--- src/hw/dtm_map.vh ---
// Register map, field positions and divider taps of the dual timer
`ifndef DTM_MAP_VH
`define DTM_MAP_VH

// ----------------------------------------------------------------------
// Register addresses
// ----------------------------------------------------------------------
`define DTM_ADDR_MODE_A   16'hff70
`define DTM_ADDR_CLK_A    16'hff71
`define DTM_ADDR_MODE_B   16'hff74
`define DTM_ADDR_CLK_B    16'hff75
`define DTM_ADDR_CNT_A    16'hff72
`define DTM_ADDR_CMP_A    16'hff73
`define DTM_ADDR_CNT_B    16'hff76
`define DTM_ADDR_CMP_B    16'hff77

// ----------------------------------------------------------------------
// Mode register fields and reset values
// ----------------------------------------------------------------------
`define DTM_BIT_OE        3'd0
`define DTM_BIT_INV       3'd1
`define DTM_BIT_LVR       3'd2
`define DTM_BIT_LVS       3'd3
`define DTM_BIT_CASC      3'd4
`define DTM_BIT_PWM       3'd6
`define DTM_BIT_RUN       3'd7
`define DTM_MODE_A_WMASK  8'hc3
`define DTM_MODE_B_WMASK  8'hd3
`define DTM_CLK_WMASK     8'h07
`define DTM_RST_BYTE      8'h00

// ----------------------------------------------------------------------
// Clock select codes and prescaler taps (bit index into divider)
// ----------------------------------------------------------------------
`define DTM_SEL_FALL      3'h0
`define DTM_SEL_RISE      3'h1
`define DTM_SEL_SYS       3'h2
`define DTM_TAP_D2        4'd0
`define DTM_TAP_D8        4'd2
`define DTM_TAP_D32       4'd4
`define DTM_TAP_D128      4'd6
`define DTM_TAP_D256      4'd7
`define DTM_TAP_D512      4'd8
`define DTM_TAP_D4096     4'd11
`define DTM_PRESCALE_W    12

`endif

--- src/hw/dtm_prescaler.v ---
// Free-running prescaler producing one-cycle divide ticks
`timescale 1ns/10ps
`include "dtm_map.vh"

module dtm_prescaler (
  // Clock and reset
  input  wire                       clk,
  input  wire                       reset_n,
  // Tick per tap: bit k pulses once every 2^(k+1) cycles
  output reg  [`DTM_PRESCALE_W-1:0] tick_ff
);

  reg  [`DTM_PRESCALE_W-1:0] div_ff;
  wire [`DTM_PRESCALE_W-1:0] nxt_div;

  assign nxt_div = div_ff + {{(`DTM_PRESCALE_W-1){1'b0}}, 1'b1};

  always @(posedge clk) begin
    if (!reset_n) begin
      div_ff  <= {`DTM_PRESCALE_W{1'b0}};
      tick_ff <= {`DTM_PRESCALE_W{1'b0}};
    end else begin
      div_ff  <= nxt_div;
      // Ticks where a bit falls: exactly one pulse per period
      tick_ff <= div_ff & ~nxt_div;
    end
  end

endmodule // dtm_prescaler

--- src/hw/dtm_edge_sync.v ---
// Three-stage synchroniser with edge detection for an event input
`timescale 1ns/10ps

module dtm_edge_sync (
  // Clock and reset
  input  wire clk,
  input  wire reset_n,
  // Asynchronous pin
  input  wire pin_in,
  // Synchronous edge pulses
  output wire rise,
  output wire fall
);

  reg s1_ff;
  reg s2_ff;
  reg s3_ff;
  reg lvl_ff;

  always @(posedge clk) begin
    if (!reset_n) begin
      s1_ff  <= 1'b0;
      s2_ff  <= 1'b0;
      s3_ff  <= 1'b0;
      lvl_ff <= 1'b0;
    end else begin
      s1_ff <= pin_in;
      s2_ff <= s1_ff;
      s3_ff <= s2_ff;
      // Level changes only when stages two and three agree
      if (s2_ff == s3_ff)
        lvl_ff <= s3_ff;
    end
  end

  assign rise = (s2_ff == s3_ff) &  s3_ff & ~lvl_ff;
  assign fall = (s2_ff == s3_ff) & ~s3_ff &  lvl_ff;

endmodule // dtm_edge_sync

--- src/hw/dtm_timer.v ---
// Dual 8-bit timer/event counter with cascade, PWM and output control
`timescale 1ns/10ps
`include "dtm_map.vh"

module dtm_timer (
  // Clock and reset
  input  wire        clk,
  input  wire        reset_n,
  // Register port
  input  wire [15:0] reg_addr,
  input  wire        reg_wr,
  input  wire        reg_bit_wr,
  input  wire [2:0]  reg_bit_sel,
  input  wire [7:0]  reg_wdata,
  input  wire        reg_rd,
  output reg  [7:0]  reg_rdata_ff,
  // Event inputs
  input  wire        event_input_a,
  input  wire        event_input_b,
  // Timer outputs and their enables
  output wire        timer_output_a,
  output wire        output_enable_a,
  output wire        timer_output_b,
  output wire        output_enable_b,
  // Match interrupts
  output reg         match_irq_a_ff,
  output reg         match_irq_b_ff
);

  // --------------------------------------------------------------------
  // Registers
  // --------------------------------------------------------------------
  reg  [7:0] mode_a_ff;
  reg  [7:0] mode_b_ff;
  reg  [2:0] clk_a_ff;
  reg  [2:0] clk_b_ff;
  reg  [7:0] compare_a_ff;
  reg  [7:0] compare_b_ff;
  reg  [7:0] counter_a_ff;
  reg  [7:0] counter_b_ff;
  reg        ff_a_ff;
  reg        ff_b_ff;

  wire [`DTM_PRESCALE_W-1:0] tick;
  wire       rise_a;
  wire       fall_a;
  wire       rise_b;
  wire       fall_b;

  dtm_prescaler u_pre (
    .clk     (clk),
    .reset_n (reset_n),
    .tick_ff (tick)
  );

  dtm_edge_sync u_sync_a (
    .clk     (clk),
    .reset_n (reset_n),
    .pin_in  (event_input_a),
    .rise    (rise_a),
    .fall    (fall_a)
  );

  dtm_edge_sync u_sync_b (
    .clk     (clk),
    .reset_n (reset_n),
    .pin_in  (event_input_b),
    .rise    (rise_b),
    .fall    (fall_b)
  );

  // --------------------------------------------------------------------
  // Count clock selection
  // --------------------------------------------------------------------
  function count_tick;
    input [2:0]                  sel;
    input                        is_b;
    input                        rs;
    input                        fl;
    input [`DTM_PRESCALE_W-1:0]  tk;
    begin
      case (sel)
        `DTM_SEL_FALL: count_tick = fl;
        `DTM_SEL_RISE: count_tick = rs;
        `DTM_SEL_SYS:  count_tick = 1'b1;
        3'h3:    count_tick = tk[`DTM_TAP_D2];
        3'h4:    count_tick = tk[`DTM_TAP_D8];
        3'h5:    count_tick = tk[`DTM_TAP_D32];
        3'h6:    count_tick = is_b ? tk[`DTM_TAP_D256]
                                   : tk[`DTM_TAP_D128];
        default: count_tick = is_b ? tk[`DTM_TAP_D512]
                                   : tk[`DTM_TAP_D4096];
      endcase
    end
  endfunction

  wire tick_a = count_tick(clk_a_ff, 1'b0, rise_a, fall_a, tick);
  wire tick_b = count_tick(clk_b_ff, 1'b1, rise_b, fall_b, tick);

  // --------------------------------------------------------------------
  // Mode fields
  // --------------------------------------------------------------------
  wire run_a          = mode_a_ff[`DTM_BIT_RUN];
  wire run_b          = mode_b_ff[`DTM_BIT_RUN];
  wire pwm_select_a   = mode_a_ff[`DTM_BIT_PWM];
  wire pwm_select_b   = mode_b_ff[`DTM_BIT_PWM];
  wire cascade_select = mode_b_ff[`DTM_BIT_CASC];
  wire polarity_invert_a = mode_a_ff[`DTM_BIT_INV];
  wire polarity_invert_b = mode_b_ff[`DTM_BIT_INV];

  wire [15:0] casc_cnt = {counter_b_ff, counter_a_ff};
  wire [15:0] casc_cmp = {compare_b_ff, compare_a_ff};

  // Match conditions; cascade compares the full 16 bits
  wire match_a = run_a & tick_a & (cascade_select ?
                 (casc_cnt == casc_cmp) :
                 (counter_a_ff == compare_a_ff));
  wire match_b = cascade_select ? match_a :
                 (run_b & tick_b & (counter_b_ff == compare_b_ff));

  // Register write strobes
  wire wr_mode_a = (reg_wr | reg_bit_wr) &
                   (reg_addr == `DTM_ADDR_MODE_A);
  wire wr_mode_b = (reg_wr | reg_bit_wr) &
                   (reg_addr == `DTM_ADDR_MODE_B);
  wire wr_clk_a  = reg_wr & (reg_addr == `DTM_ADDR_CLK_A);
  wire wr_clk_b  = reg_wr & (reg_addr == `DTM_ADDR_CLK_B);

  // Merge a bit or byte write into a mode byte
  function [7:0] merge_mode;
    input [7:0] old;
    input       bit_wr;
    input [2:0] sel;
    input [7:0] wd;
    input [7:0] mask;
    reg   [7:0] nv;
    begin
      nv = old;
      if (bit_wr)
        nv[sel] = wd[0];
      else
        nv = wd;
      merge_mode = nv & mask;
    end
  endfunction

  wire [7:0] nxt_mode_a = merge_mode(mode_a_ff, reg_bit_wr, reg_bit_sel,
                                     reg_wdata, `DTM_MODE_A_WMASK);
  wire [7:0] nxt_mode_b = merge_mode(mode_b_ff, reg_bit_wr, reg_bit_sel,
                                     reg_wdata, `DTM_MODE_B_WMASK);

  // Effective level bits of a write (stored never, so they read zero)
  function [1:0] level_bits;
    input       bit_wr;
    input [2:0] sel;
    input [7:0] wd;
    begin
      if (bit_wr)
        level_bits = {(sel == `DTM_BIT_LVS) & wd[0],
                      (sel == `DTM_BIT_LVR) & wd[0]};
      else
        level_bits = {wd[`DTM_BIT_LVS], wd[`DTM_BIT_LVR]};
    end
  endfunction

  wire [1:0] lv_a = level_bits(reg_bit_wr, reg_bit_sel, reg_wdata);
  wire [1:0] lv_b = lv_a;

  // --------------------------------------------------------------------
  // Control registers
  // --------------------------------------------------------------------
  always @(posedge clk) begin
    if (!reset_n) begin
      mode_a_ff <= `DTM_RST_BYTE;
      mode_b_ff <= `DTM_RST_BYTE;
      clk_a_ff  <= 3'h0;
      clk_b_ff  <= 3'h0;
      compare_a_ff <= `DTM_RST_BYTE;
      compare_b_ff <= `DTM_RST_BYTE;
    end else begin
      if (wr_mode_a)
        mode_a_ff <= nxt_mode_a;
      if (wr_mode_b)
        mode_b_ff <= nxt_mode_b;
      if (wr_clk_a)
        clk_a_ff <= reg_wdata[2:0];
      if (wr_clk_b)
        clk_b_ff <= reg_wdata[2:0];
      if (reg_wr && reg_addr == `DTM_ADDR_CMP_A)
        compare_a_ff <= reg_wdata;
      if (reg_wr && reg_addr == `DTM_ADDR_CMP_B)
        compare_b_ff <= reg_wdata;
    end
  end

  // --------------------------------------------------------------------
  // Counters
  // --------------------------------------------------------------------
  always @(posedge clk) begin
    if (!reset_n) begin
      counter_a_ff <= `DTM_RST_BYTE;
      counter_b_ff <= `DTM_RST_BYTE;
    end else if (cascade_select) begin
      if (!run_a) begin
        counter_a_ff <= `DTM_RST_BYTE;
        counter_b_ff <= `DTM_RST_BYTE;
      end else if (tick_a) begin
        if (match_a && !pwm_select_a) begin
          counter_a_ff <= `DTM_RST_BYTE;
          counter_b_ff <= `DTM_RST_BYTE;
        end else begin
          {counter_b_ff, counter_a_ff} <= casc_cnt + 16'h0001;
        end
      end
    end else begin
      if (!run_a)
        counter_a_ff <= `DTM_RST_BYTE;
      else if (tick_a)
        counter_a_ff <= (match_a && !pwm_select_a) ?
                        `DTM_RST_BYTE : counter_a_ff + 8'h01;
      if (!run_b)
        counter_b_ff <= `DTM_RST_BYTE;
      else if (tick_b)
        counter_b_ff <= (match_b && !pwm_select_b) ?
                        `DTM_RST_BYTE : counter_b_ff + 8'h01;
    end
  end

  // --------------------------------------------------------------------
  // Output flip-flops and interrupts
  // --------------------------------------------------------------------
  // PWM: active from counter overflow until compare match
  function nxt_out;
    input       cur;
    input       lv_wr;
    input [1:0] lv;
    input       pwm;
    input       inv;
    input       run;
    input       tk;
    input       match;
    input [7:0] cnt;
    begin
      nxt_out = cur;
      if (lv_wr && lv == 2'b01)
        nxt_out = 1'b0;
      else if (lv_wr && lv == 2'b10)
        nxt_out = 1'b1;
      else if (run && pwm) begin
        if (match)
          nxt_out = 1'b0;
        else if (tk && cnt == 8'hff)
          nxt_out = 1'b1;
      end else if (run && inv && match)
        nxt_out = ~cur;
    end
  endfunction

  always @(posedge clk) begin
    if (!reset_n) begin
      ff_a_ff        <= 1'b0;
      ff_b_ff        <= 1'b0;
      match_irq_a_ff <= 1'b0;
      match_irq_b_ff <= 1'b0;
    end else begin
      ff_a_ff <= nxt_out(ff_a_ff, wr_mode_a, lv_a, pwm_select_a,
                         polarity_invert_a, run_a, tick_a, match_a,
                         counter_a_ff);
      ff_b_ff <= nxt_out(ff_b_ff, wr_mode_b, lv_b, pwm_select_b,
                         polarity_invert_b, run_b | cascade_select,
                         tick_b, match_b, counter_b_ff);
      match_irq_a_ff <= match_a;
      match_irq_b_ff <= match_b;
    end
  end

  // Active-low select only applies in PWM mode
  assign timer_output_a  = ff_a_ff ^
                           (pwm_select_a & polarity_invert_a);
  assign timer_output_b  = ff_b_ff ^ (pwm_select_b & polarity_invert_b);
  assign output_enable_a = mode_a_ff[`DTM_BIT_OE];
  assign output_enable_b = mode_b_ff[`DTM_BIT_OE];

  // --------------------------------------------------------------------
  // Read-back, byte wide; unmapped addresses return zero
  // --------------------------------------------------------------------
  always @(posedge clk) begin
    if (!reset_n)
      reg_rdata_ff <= `DTM_RST_BYTE;
    else if (reg_rd) begin
      if (reg_addr == `DTM_ADDR_MODE_A)
        reg_rdata_ff <= mode_a_ff;
      else if (reg_addr == `DTM_ADDR_MODE_B)
        reg_rdata_ff <= mode_b_ff;
      else if (reg_addr == `DTM_ADDR_CLK_A)
        reg_rdata_ff <= {5'h00, clk_a_ff};
      else if (reg_addr == `DTM_ADDR_CLK_B)
        reg_rdata_ff <= {5'h00, clk_b_ff};
      else if (reg_addr == `DTM_ADDR_CNT_A)
        reg_rdata_ff <= counter_a_ff;
      else if (reg_addr == `DTM_ADDR_CNT_B)
        reg_rdata_ff <= counter_b_ff;
      else if (reg_addr == `DTM_ADDR_CMP_A)
        reg_rdata_ff <= compare_a_ff;
      else if (reg_addr == `DTM_ADDR_CMP_B)
        reg_rdata_ff <= compare_b_ff;
      else
        reg_rdata_ff <= `DTM_RST_BYTE;
    end
  end

endmodule // dtm_timer

--- config.mk ---
export PLATFORM = sky130hd
export DESIGN_NAME = dtm_timer
export DESIGN_NICKNAME = d
export VERILOG_FILES = /design/src/hw/dtm_prescaler.v /design/src/hw/dtm_edge_sync.v /design/src/hw/dtm_timer.v
export VERILOG_INCLUDE_DIRS = /design/src /design/src/hw
export SDC_FILE = /design/constraint.sdc
export NUM_CORES = 1
export LEC_CHECK = 0
export ABC_CLOCK_PERIOD_IN_PS = 2800
export BUFFER_PORTS_ARGS = -buffer_cell sky130_fd_sc_hd__buf_2
export CORE_AREA = 5 5 118 120
export DETAILED_ROUTE_END_ITERATION = 8
export DIE_AREA = 0 0 123 125
export GPL_ROUTABILITY_DRIVEN = 0
export SLEW_MARGIN = 15
export SYNTH_ARGS = -nofsm -noshare
export SYNTH_HDL_FRONTEND = slang
export SYNTH_SLANG_ARGS = --single-unit
--- constraint.sdc ---
create_clock -name clk -period 2.8 [get_ports clk]
set_input_delay 0.28 -clock clk [delete_from_list [all_inputs] [get_ports clk]]
set_output_delay 0.28 -clock clk [all_outputs]
set_load 0.05 [all_outputs]
Yosys cells after proc, flatten, opt, wreduce, memory -nomap -nowiden

Cells that the tools add are included.

Bitwise gates (word level): 33
Reduce and logical (&&, ||, !) cells: 28
Multiplexer cells: 43
Order comparisons: 2
Eq/ne operators: 36
$add $sub $neg: 4

Operators with widths:

| kind                  | number |
|---|---|
| $mux 8                | 24 |
| $eq 16x16->1 const B  | 8 |
| $and 1x1->1           | 20 |
| $eq 3x2->1 const B    | 6 |
| $eq 3x3->1 const B    | 6 |
| $logic_and 1x1->1     | 17 |
| $add 16x1->16 const B | 1 |
| $add 8x1->8 const B   | 2 |
| $bwmux 8              | 2 |
| $eq 16x16->1          | 1 |
| $eq 8x8->1            | 2 |
| $eq 8x8->1 const B    | 2 |
| $pmux 1 s7            | 2 |
| $mux 1                | 13 |
| $add 12x1->12 const B | 1 |
| $and 12x12->12        | 1 |
| $not 12->12           | 1 |
| $ne 4x3->1 const B    | 2 |
| $not 1->1             | 7 |
| $eq 3x1->1 const B    | 2 |
| $logic_not 3->1       | 2 |
| $ne 3x2->1 const B    | 2 |
| $reduce_and 2->1      | 3 |
| $reduce_bool 3->1     | 2 |
| other kinds (12)      | 17 |

Output and inout bits: 14
Register bits after elaboration: 91

Logic depth before layout (Yosys ltp)

Gate-level depths: netlist of run 1.

Word-level depth: 12
Depth in mapped cells: 10
Mapped depth without buffers: 9

By module

A second synthesis of run 1 with hierarchy kept.

Cell total of the unflattened synthesis: 546
Area total of the unflattened synthesis: 4767.1 µm²

By module, submodules not included:

| module        | times used | cells an instance | area each (µm²) |
|---|---|---|---|
| dtm_timer     | 1          | 437               | 3552.2 |
| dtm_prescaler | 1          | 79                | 894.6 |
| dtm_edge_sync | 2          | 15                | 160.2 |

Least setup slack after synthesis of run 1

Ideal clock, no wire load.

Kind: register to register
Start: reg counter_b_ff[0]
End: reg counter_b_ff[4]
Library setup time: 117 ps
Clock period less this slack: 1986 ps
Arrival time: 1869 ps
Stages on the path, launching flop included: 9
Required time: 2683 ps
Slack: 814 ps
Buffers on the path: 1
Cells stage by stage: dfxtp_1 buf_6 xor2_2 nor4_4 nand4_2 o31a_4 a211o_1 a22oi_1 nor2_1

Cells in the longest elaborated chain, start to end: 9

Ends and longest elaborated chain:

| item                                                                  | RTL line        | RTL |
|---|---|---|
| start, declared                                                       | dtm_timer.v:40  | `reg [7:0] counter_b_ff;` |
| start signal, assigned                                                | dtm_timer.v:202 | `` counter_b_ff <= `DTM_RST_BYTE; `` |
| start signal, assigned                                                | dtm_timer.v:206 | `` counter_b_ff <= `DTM_RST_BYTE; `` |
| start signal, assigned                                                | dtm_timer.v:210 | `` counter_b_ff <= `DTM_RST_BYTE; `` |
| parallel branches: the longest is 8 deep, another holds $add 16x1->16 | -               |  |
| $mux 8 (*)                                                            | dtm_timer.v:203 | `end else if (cascade_select) begin` |

Mark *: on every way between the ends. The select of a mux whose other input is x is not followed.
A chain may end at the register's enable or synchronous reset.

Final worst setup path of run 1

Start: reg counter_a_ff[5]
End: reg counter_a_ff[5]

Cells in the longest elaborated chain, start to end: 8

Ends and longest elaborated chain:

| item                                                                  | RTL line        | RTL |
|---|---|---|
| start, declared                                                       | dtm_timer.v:39  | `reg [7:0] counter_a_ff;` |
| start signal, assigned                                                | dtm_timer.v:201 | `` counter_a_ff <= `DTM_RST_BYTE; `` |
| start signal, assigned                                                | dtm_timer.v:205 | `` counter_a_ff <= `DTM_RST_BYTE; `` |
| start signal, assigned                                                | dtm_timer.v:209 | `` counter_a_ff <= `DTM_RST_BYTE; `` |
| parallel branches: the longest is 7 deep, another holds $add 16x1->16 | -               |  |
| $mux 8 (*)                                                            | dtm_timer.v:203 |  |

Marked as above.

==> metrics.txt, run 1 <==
Syn Nets=556; DRC=0; dpl cells=716; min-delay worst type=primary input to flip-flop; power per cell area=469.7 nW/µm²; Die Width=123 µm; fmax=0.4214 GHz; routed len/inst=16.64 µm; Routed Antenna Nets=0; post_cts resized=0; Critical-path top delay cell=dfxtp_1; synthesized area=4591 µm²; Clock Latency Late Sink=0.35 ns; die area=15380 µm²; Detailed Route Iter0 Violations=282; Least-Margin Pin Slew=0.6123 ns; Total GRT Usage=0.1651; H-tree depth=3; initial antenna violation count=0; Worst R2R Start=counter_a_ff[5]$_SDFFE_PN0P_; min Tclk post-route=2.373 ns; I/O pins=48; first-pass GRT wire length=19830 µm; Max stage delay on crit path=0.49 ns; commonest non-fill, non-tap cells in the layout=dfxtp_1, nor2_1, buf_2, nand2_1, a21oi_1; ANT cells=0; CP endpoint kind=flip-flop; Fill cells=1287; fin crit share=0.8476; clock-pin slew on the worst setup and hold paths=0.06 ns; Initial Util=0.3566; CP Launch Type=flip-flop; Post-Route Setup TNS=0 ns; CTS root buf=clkbuf_16; Async SR Flop Fraction=0; Synthesis Warnings=0; worst vdd ir=0.2695 mV; Synth cell types=68; Buffers on Ports=47; Hold Path Origin=event_input_b; final hold vios=0; Worst Setup SP=counter_a_ff[5]$_SDFFE_PN0P_; Via-to-Cell Ratio=5.364; total gr overflow=0; final net count=598; worst-path maximum fanout=11; Mapped Cells=509; final number of setup-violating endpoints=0; largest net degree at the start of global routing=26; Finished Layout Cells=731; Seq/Total Area, Yosys=0.3750; share of cells above drive strength 1=0.1730; #FFs+latches synth=86; clk sinks=86; DR vias=3921; area grow syn2layout=14.72%; Power, Total=2.473 mW; fin. max-slew vios=0; DRT Wirelength=12160 µm; Detailed Place HPWL=9321 µm; clock skew=0.007741 ns; Top cell by count, worst path=nand2_1; Max-slew headroom=0.5914; post-CTS setup buffer count=0; Avg Synthesized Cell Area=9.019 µm²; commonest non-fill, non-tap cell in the layout=dfxtp_1; # rows=42; RSZ-0062 raised after global routing=no; Leak Pwr=2.320 nW; CTS Hold Buffers Added=0; WP data arrival=2.62 ns; CTS max path bufs=2; EDFF count, synth=0; vias in the first global route=3834; critical path required time=3.05 ns; maximum capacitance violations=0; first-pass iteration count of the detailed router=5; core area=12870 µm²; outcome=completed; crit-path cells=xor2_1, nor4_2, nand2_1, o311a_1, nand2_1, o21ai_0, a21o_1; Num CTS Buffers=9; clock tree from TritonCTS=built; height of the chip=125 µm; Post-synth top flop=dfxtp_1; kind of critical path=flip-flop to flip-flop
[per-stage QoR]
step,cell area (µm²),setup slack [ns],util,hold WS [ns]
after floorplan,4591,0.8138,-,0.4073
after global placement,4992,0.4357,0.3878,0.4226
after detailed placement,4992,0.4468,0.3878,0.4225
after CTS,5266,0.4373,0.4090,0.1287
after global routing,5266,0.2124,0.4090,0.1292
final,5266,0.4268,0.4090,0.1381
[worst paths after layout]
check                           slack [ns]  cells past startpoint                           end
worst min register to register        0.43                      1     u_sync_a.s2_ff$_SDFF_PN0_
worst max register to register        0.43                      7  counter_a_ff[5]$_SDFFE_PN0P_
worst max-delay path                  0.43                      7  counter_a_ff[5]$_SDFFE_PN0P_
worst min-delay path                  0.14                      2     u_sync_b.s1_ff$_SDFF_PN0_
[critical path: cells and delay by family, from the launching register on]
| kind | cells | cell delay, ns |
|---|---|---|
| AND/OR/NAND/NOR | 3 | 0.89 |
| AO/OA/AOI/OAI | 3 | 0.75 |
| flip-flops | 1 | 0.49 |
| XOR/XNOR | 1 | 0.13 |
[cells by family (layout without fill, tap and decap cells)]
logic type               after synthesis  in the layout  share of synthesized area
AO/OA/AOI/OAI                        108            108                     0.1595
XOR/XNOR                              21             21                    0.04334
adder cells (fa/ha/maj)               13             13                    0.03543
buffers and inverters                 34             80                    0.03216
flip-flops                            86             86                     0.3750
multiplexers                          37             37                     0.1082
AND/OR/NAND/NOR                      210            210                     0.2464
[metal layers]
metal / vias up / GRT usage / wire length, µm
met5: - / 0 / 0
li1: 1908 / - / -
met4: 0 / 0.05277 / 172
met1: 1921 / 0.2099 / 5420
met2: 79 / 0.2753 / 6130
met3: 13 / 0.03884 / 439
[layout make-up]
cell class              count  area (µm²)  share of cell area
multi-input cells         389        2721              0.5167
flip-flops and latches     86        1722              0.3269
repair buffers             54       287.8             0.05464
clock buffers              10       239.0             0.04538
well taps                 176       220.2             0.04182
inverters                  11       41.29            0.007840
clock inverters             5       35.03            0.006652
[where the power goes]
| group | switching, mW | internal, mW | leakage, nW |
|---|---|---|---|
| sequential | 0.00492 | 1.23 | 0.694 |
| clock | 0.485 | 0.621 | 0.135 |
| combinational | 0.0822 | 0.0482 | 1.49 |
[cells in the mapped netlist (4+ instances only)]
library cell   n  share of area
a21o_1         8          0.013
a21oi_1       30          0.033
a22oi_1        4         0.0065
a31oi_1        5         0.0068
and2_1        26          0.035
and3_1         8          0.011
clkbuf_1      16          0.013
dfxtp_1       86           0.38
ha_1          13          0.035
inv_1         11         0.0090
mux2i_1       26          0.057
mux4_2        10          0.049
nand2_1       42          0.034
nand3_1       15          0.016
nand3b_1       5         0.0082
nand4_1        6         0.0082
nor2_1        63          0.052
nor2b_1        6         0.0082
nor3_1         7         0.0076
nor3b_1        7          0.011
o211ai_1       5         0.0082
o21ai_0       19          0.021
xor2_1        16          0.031
[sequential cells by signal (all words and copies together), names as in the netlist, 3 cells and up]
signal / flops
compare_b_ff: 8
counter_a_ff: 8
counter_b_ff: 8
mode_a_ff: 4
u_pre.div_ff: 12
clk_b_ff: 3
reg_rdata_ff: 8
clk_a_ff: 3
mode_b_ff: 5
compare_a_ff: 8
u_pre.tick_ff: 7
Power figures use the tool's default switching activity.
==> inputs of run 2 (changes only) <==
--- a/config.mk
+++ b/config.mk
@@ -6,7 +6,7 @@
 export SDC_FILE = /design/constraint.sdc
 export NUM_CORES = 1
 export LEC_CHECK = 0
-export ABC_CLOCK_PERIOD_IN_PS = 2800
+export ABC_CLOCK_PERIOD_IN_PS = 2000
 export BUFFER_PORTS_ARGS = -buffer_cell sky130_fd_sc_hd__buf_2
 export CORE_AREA = 5 5 118 120
 export DETAILED_ROUTE_END_ITERATION = 8
==> constraint.sdc (replaced) <==
create_clock -name clk -period 2 [get_ports clk]
set_input_delay 0.2 -clock clk [delete_from_list [all_inputs] [get_ports clk]]
set_output_delay 0.2 -clock clk [all_outputs]
set_load 0.05 [all_outputs]
==> run 2 against run 1 <==
Net effect:
- the run now ends with setup timing left
- clock power is 50% higher
- via count is 6.7% higher
- count of clock-buffer cells in the layout is 1 lower
- die area stayed put
- critical path type unchanged
==> metrics.txt, run 2 (same netlist as run 1, synthesis figures left out) <==
Post-Route Setup TNS=-0.2208 ns (was 0 ns); Detailed Route Iter0 Violations=272 (was 282); initial antenna violation count=1 (was 0); fin. max-slew vios=0 (unchanged); critical path required time=2.25 ns (was 3.05 ns); Sequential Power Share=0.480 (was 0.500); Detailed Place HPWL=9815 µm (was 9321 µm); power per cell area=595.4 nW/µm² (was 469.7 nW/µm²); Routed Antenna Nets=0 (unchanged); worst vdd ir=0.3452 mV (was 0.2695 mV); maximum capacitance violations=0 (unchanged); Num CTS Buffers=9 (unchanged); commonest non-fill, non-tap cells in the layout=dfxtp_1, buf_4, nor2_1, buf_2, nand2_1 (was dfxtp_1, nor2_1, buf_2, nand2_1, a21oi_1); Multi-input gate area=2938 µm² (was 2721 µm²); I/O pins=48 (unchanged); Hold WS=0.04297 ns (was 0.1381 ns); routed len/inst=16.61 µm (was 16.64 µm); CTS root buf=clkbuf_16 (unchanged); Clock Latency Late Sink=0.36 ns (was 0.35 ns); commonest non-fill, non-tap cell in the layout=dfxtp_1 (unchanged); register area=1743 µm² (was 1722 µm²); height of the chip=125 µm (unchanged); top cell family by delay on the critical path=compound AO/OA/AOI/OAI gates (was simple AND/OR/NAND/NOR gates); CP endpoint kind=flip-flop (unchanged); DR vias=4182 (was 3921); Psw=918.4 µW (was 572.5 µW); outcome=complete, but fails checks (was completed); clock skew=0.008353 ns (was 0.007741 ns); Finished Layout Cells=798 (was 731); largest net degree at the start of global routing=50 (was 26); Clock power frac=0.464 (was 0.447); Total GRT Usage=0.1762 (was 0.1651); die area=15380 µm² (unchanged); final number of setup-violating endpoints=7 (was 0); Power, Total=3.597 mW (was 2.473 mW); dpl cells=775 (was 716); crit-path cells=xor2_4, nor4_4, buf_6, nand4_4, o31a_4, a211o_1, a22oi_1, nor2_1 (was xor2_1, nor4_2, nand2_1, o311a_1, nand2_1, o21ai_0, a21o_1); fmax=0.4835 GHz (was 0.4214 GHz); final net count=663 (was 598); fin crit share=1.034 (was 0.8476); max reg flops=12 (unchanged); CP Launch Type=flip-flop (unchanged); clock tree from TritonCTS=built (unchanged); Initial Util=0.3566 (unchanged); DRT Wirelength=13260 µm (was 12160 µm); Int Power=2.678 mW (was 1.901 mW); R2R depth=8 (was 7); Hold Crit Depth=2 (unchanged); failing checks=setup timing; CTS max path bufs=2 (unchanged); min-delay worst type=primary input to flip-flop (unchanged); Leak Pwr=2.719 nW (was 2.320 nW); # rows=42 (unchanged); Die Width=123 µm (unchanged); Sw Share=0.2553 (was 0.2315); Via-to-Cell Ratio=5.241 (was 5.364); Least-Margin Pin Slew=0.4307 ns (was 0.6123 ns); WP data arrival=2.32 ns (was 2.62 ns); area grow syn2layout=31.59% (was 14.72%); post-layout instance area=6041 µm² (was 5266 µm²); clock-pin slew on the worst setup and hold paths=0.07 ns (was 0.06 ns); worst-path maximum fanout=8 (was 11); placed cell areas=5460 µm² (was 4992 µm²); Max-slew headroom=0.7104 (was 0.5914); core area=12870 µm² (unchanged); final hold vios=0 (unchanged); Max stage delay on crit path=0.37 ns (was 0.49 ns); first-pass iteration count of the detailed router=5 (unchanged); kind of critical path=flip-flop to flip-flop (unchanged); RSZ-0062 raised after global routing=yes (was no); H-tree depth=3 (unchanged); Critical-path top delay cell=dfxtp_4 (was dfxtp_1); Buffers on Ports=47 (unchanged); Logic pwr share=0.055 (was 0.053); vias in the first global route=4200 (was 3834); Final WS setup=-0.06807 ns (was 0.4268 ns); Fill cells=1218 (was 1287); share of cells above drive strength 1=0.3301 (was 0.1730); first-pass GRT wire length=21340 µm (was 19830 µm); clk sinks=86 (unchanged); total gr overflow=0 (unchanged); DRC=0 (unchanged); min Tclk post-route=2.068 ns (was 2.373 ns); worst path buffer plus inverter count=1 (was 0); Levels on crit path=8 (was 7); Biggest register=u_pre.div_ff (unchanged); CTS Hold Buffers Added=0 (unchanged)
## run 2: changes by cell type in the layout (fill, tap and decap cells not counted), moves of 3 or more
cell     delta
buf_4      +61
dfxtp_1    -13
or2_4       +4
dfxtp_2    +11
inv_6       +3
nand2_1     -6
nor3_1      -3
nand2_2     +5
buf_6       +3
a21oi_1     -3
## run 2: power groups by stage
stage	logic, mW	registers (mW)	clock network (mW)
6_report	0.199	1.73	1.67
3_3_place_gp	0.190	1.77	0
3_5_place_dp	0.194	1.77	0
5_1_grt	0.218	1.73	1.78
2_1_floorplan	0.100	1.77	0
4_1_cts	0.198	1.73	1.71
## run 2: repair_timing
item,4_1_cts,5_1_grt
buffers inserted,5,2
resized for setup,29,34
hold endpoints to repair,0,0
gates cloned,0,0
setup endpoints to repair,16,17
pin swaps,18,25
## run 2: routing by layer
| layer | wire [µm] | track usage | vias to the layer above |
|---|---|---|---|
| met5 | 0 | 0 | - |
| met4 | 429 | 0.07231 | 0 |
| met3 | 552 | 0.04065 | 30 |
| met2 | 6536 | 0.2888 | 94 |
| met1 | 5739 | 0.2222 | 2010 |
| li1 | - | - | 2048 |
## run 2: worst paths after layout
path | start | to | slack (ns)
max | compare_b_ff[5]$_SDFFE_PN0P_ | counter_b_ff[4]$_SDFFE_PN0P_ | -0.07
min | event_input_a | u_sync_a.s1_ff$_SDFF_PN0_ | 0.04
max reg2reg | compare_b_ff[5]$_SDFFE_PN0P_ | counter_b_ff[4]$_SDFFE_PN0P_ | -0.07
min reg2reg | u_sync_b.s1_ff$_SDFF_PN0_ | u_sync_b.s2_ff$_SDFF_PN0_ | 0.44
## run 2: metrics by stage
stage | worst slack, ns | util
2_1_floorplan | 0.01378 | -
3_3_place_gp | -0.1276 | 0.4241
3_5_place_dp | -0.1493 | 0.4241
4_1_cts | -0.06356 | 0.4589
5_1_grt | -0.1337 | 0.4692
6_report | -0.06807 | 0.4692
## run 2: layout make-up
cell class / instances / share of cell area
Antenna cell: 1 / 0.0004143
Clock buffer: 9 / 0.03728
Clock inverter: 7 / 0.01181
Inverter: 11 / 0.006835
Multi-Input combinational cell: 389 / 0.4863
Sequential cell: 86 / 0.2885
Tap cell: 176 / 0.03645
Timing Repair Buffer: 119 / 0.1324
## run 2: worst register-to-register path, cell delays in order, from the launching register on
cell     delay (ns)
dfxtp_4        0.37
xor2_4         0.19
nor4_4         0.30
buf_6          0.17
nand4_4        0.09
o31a_4         0.34
a211o_1        0.28
a22oi_1        0.17
nor2_1         0.06
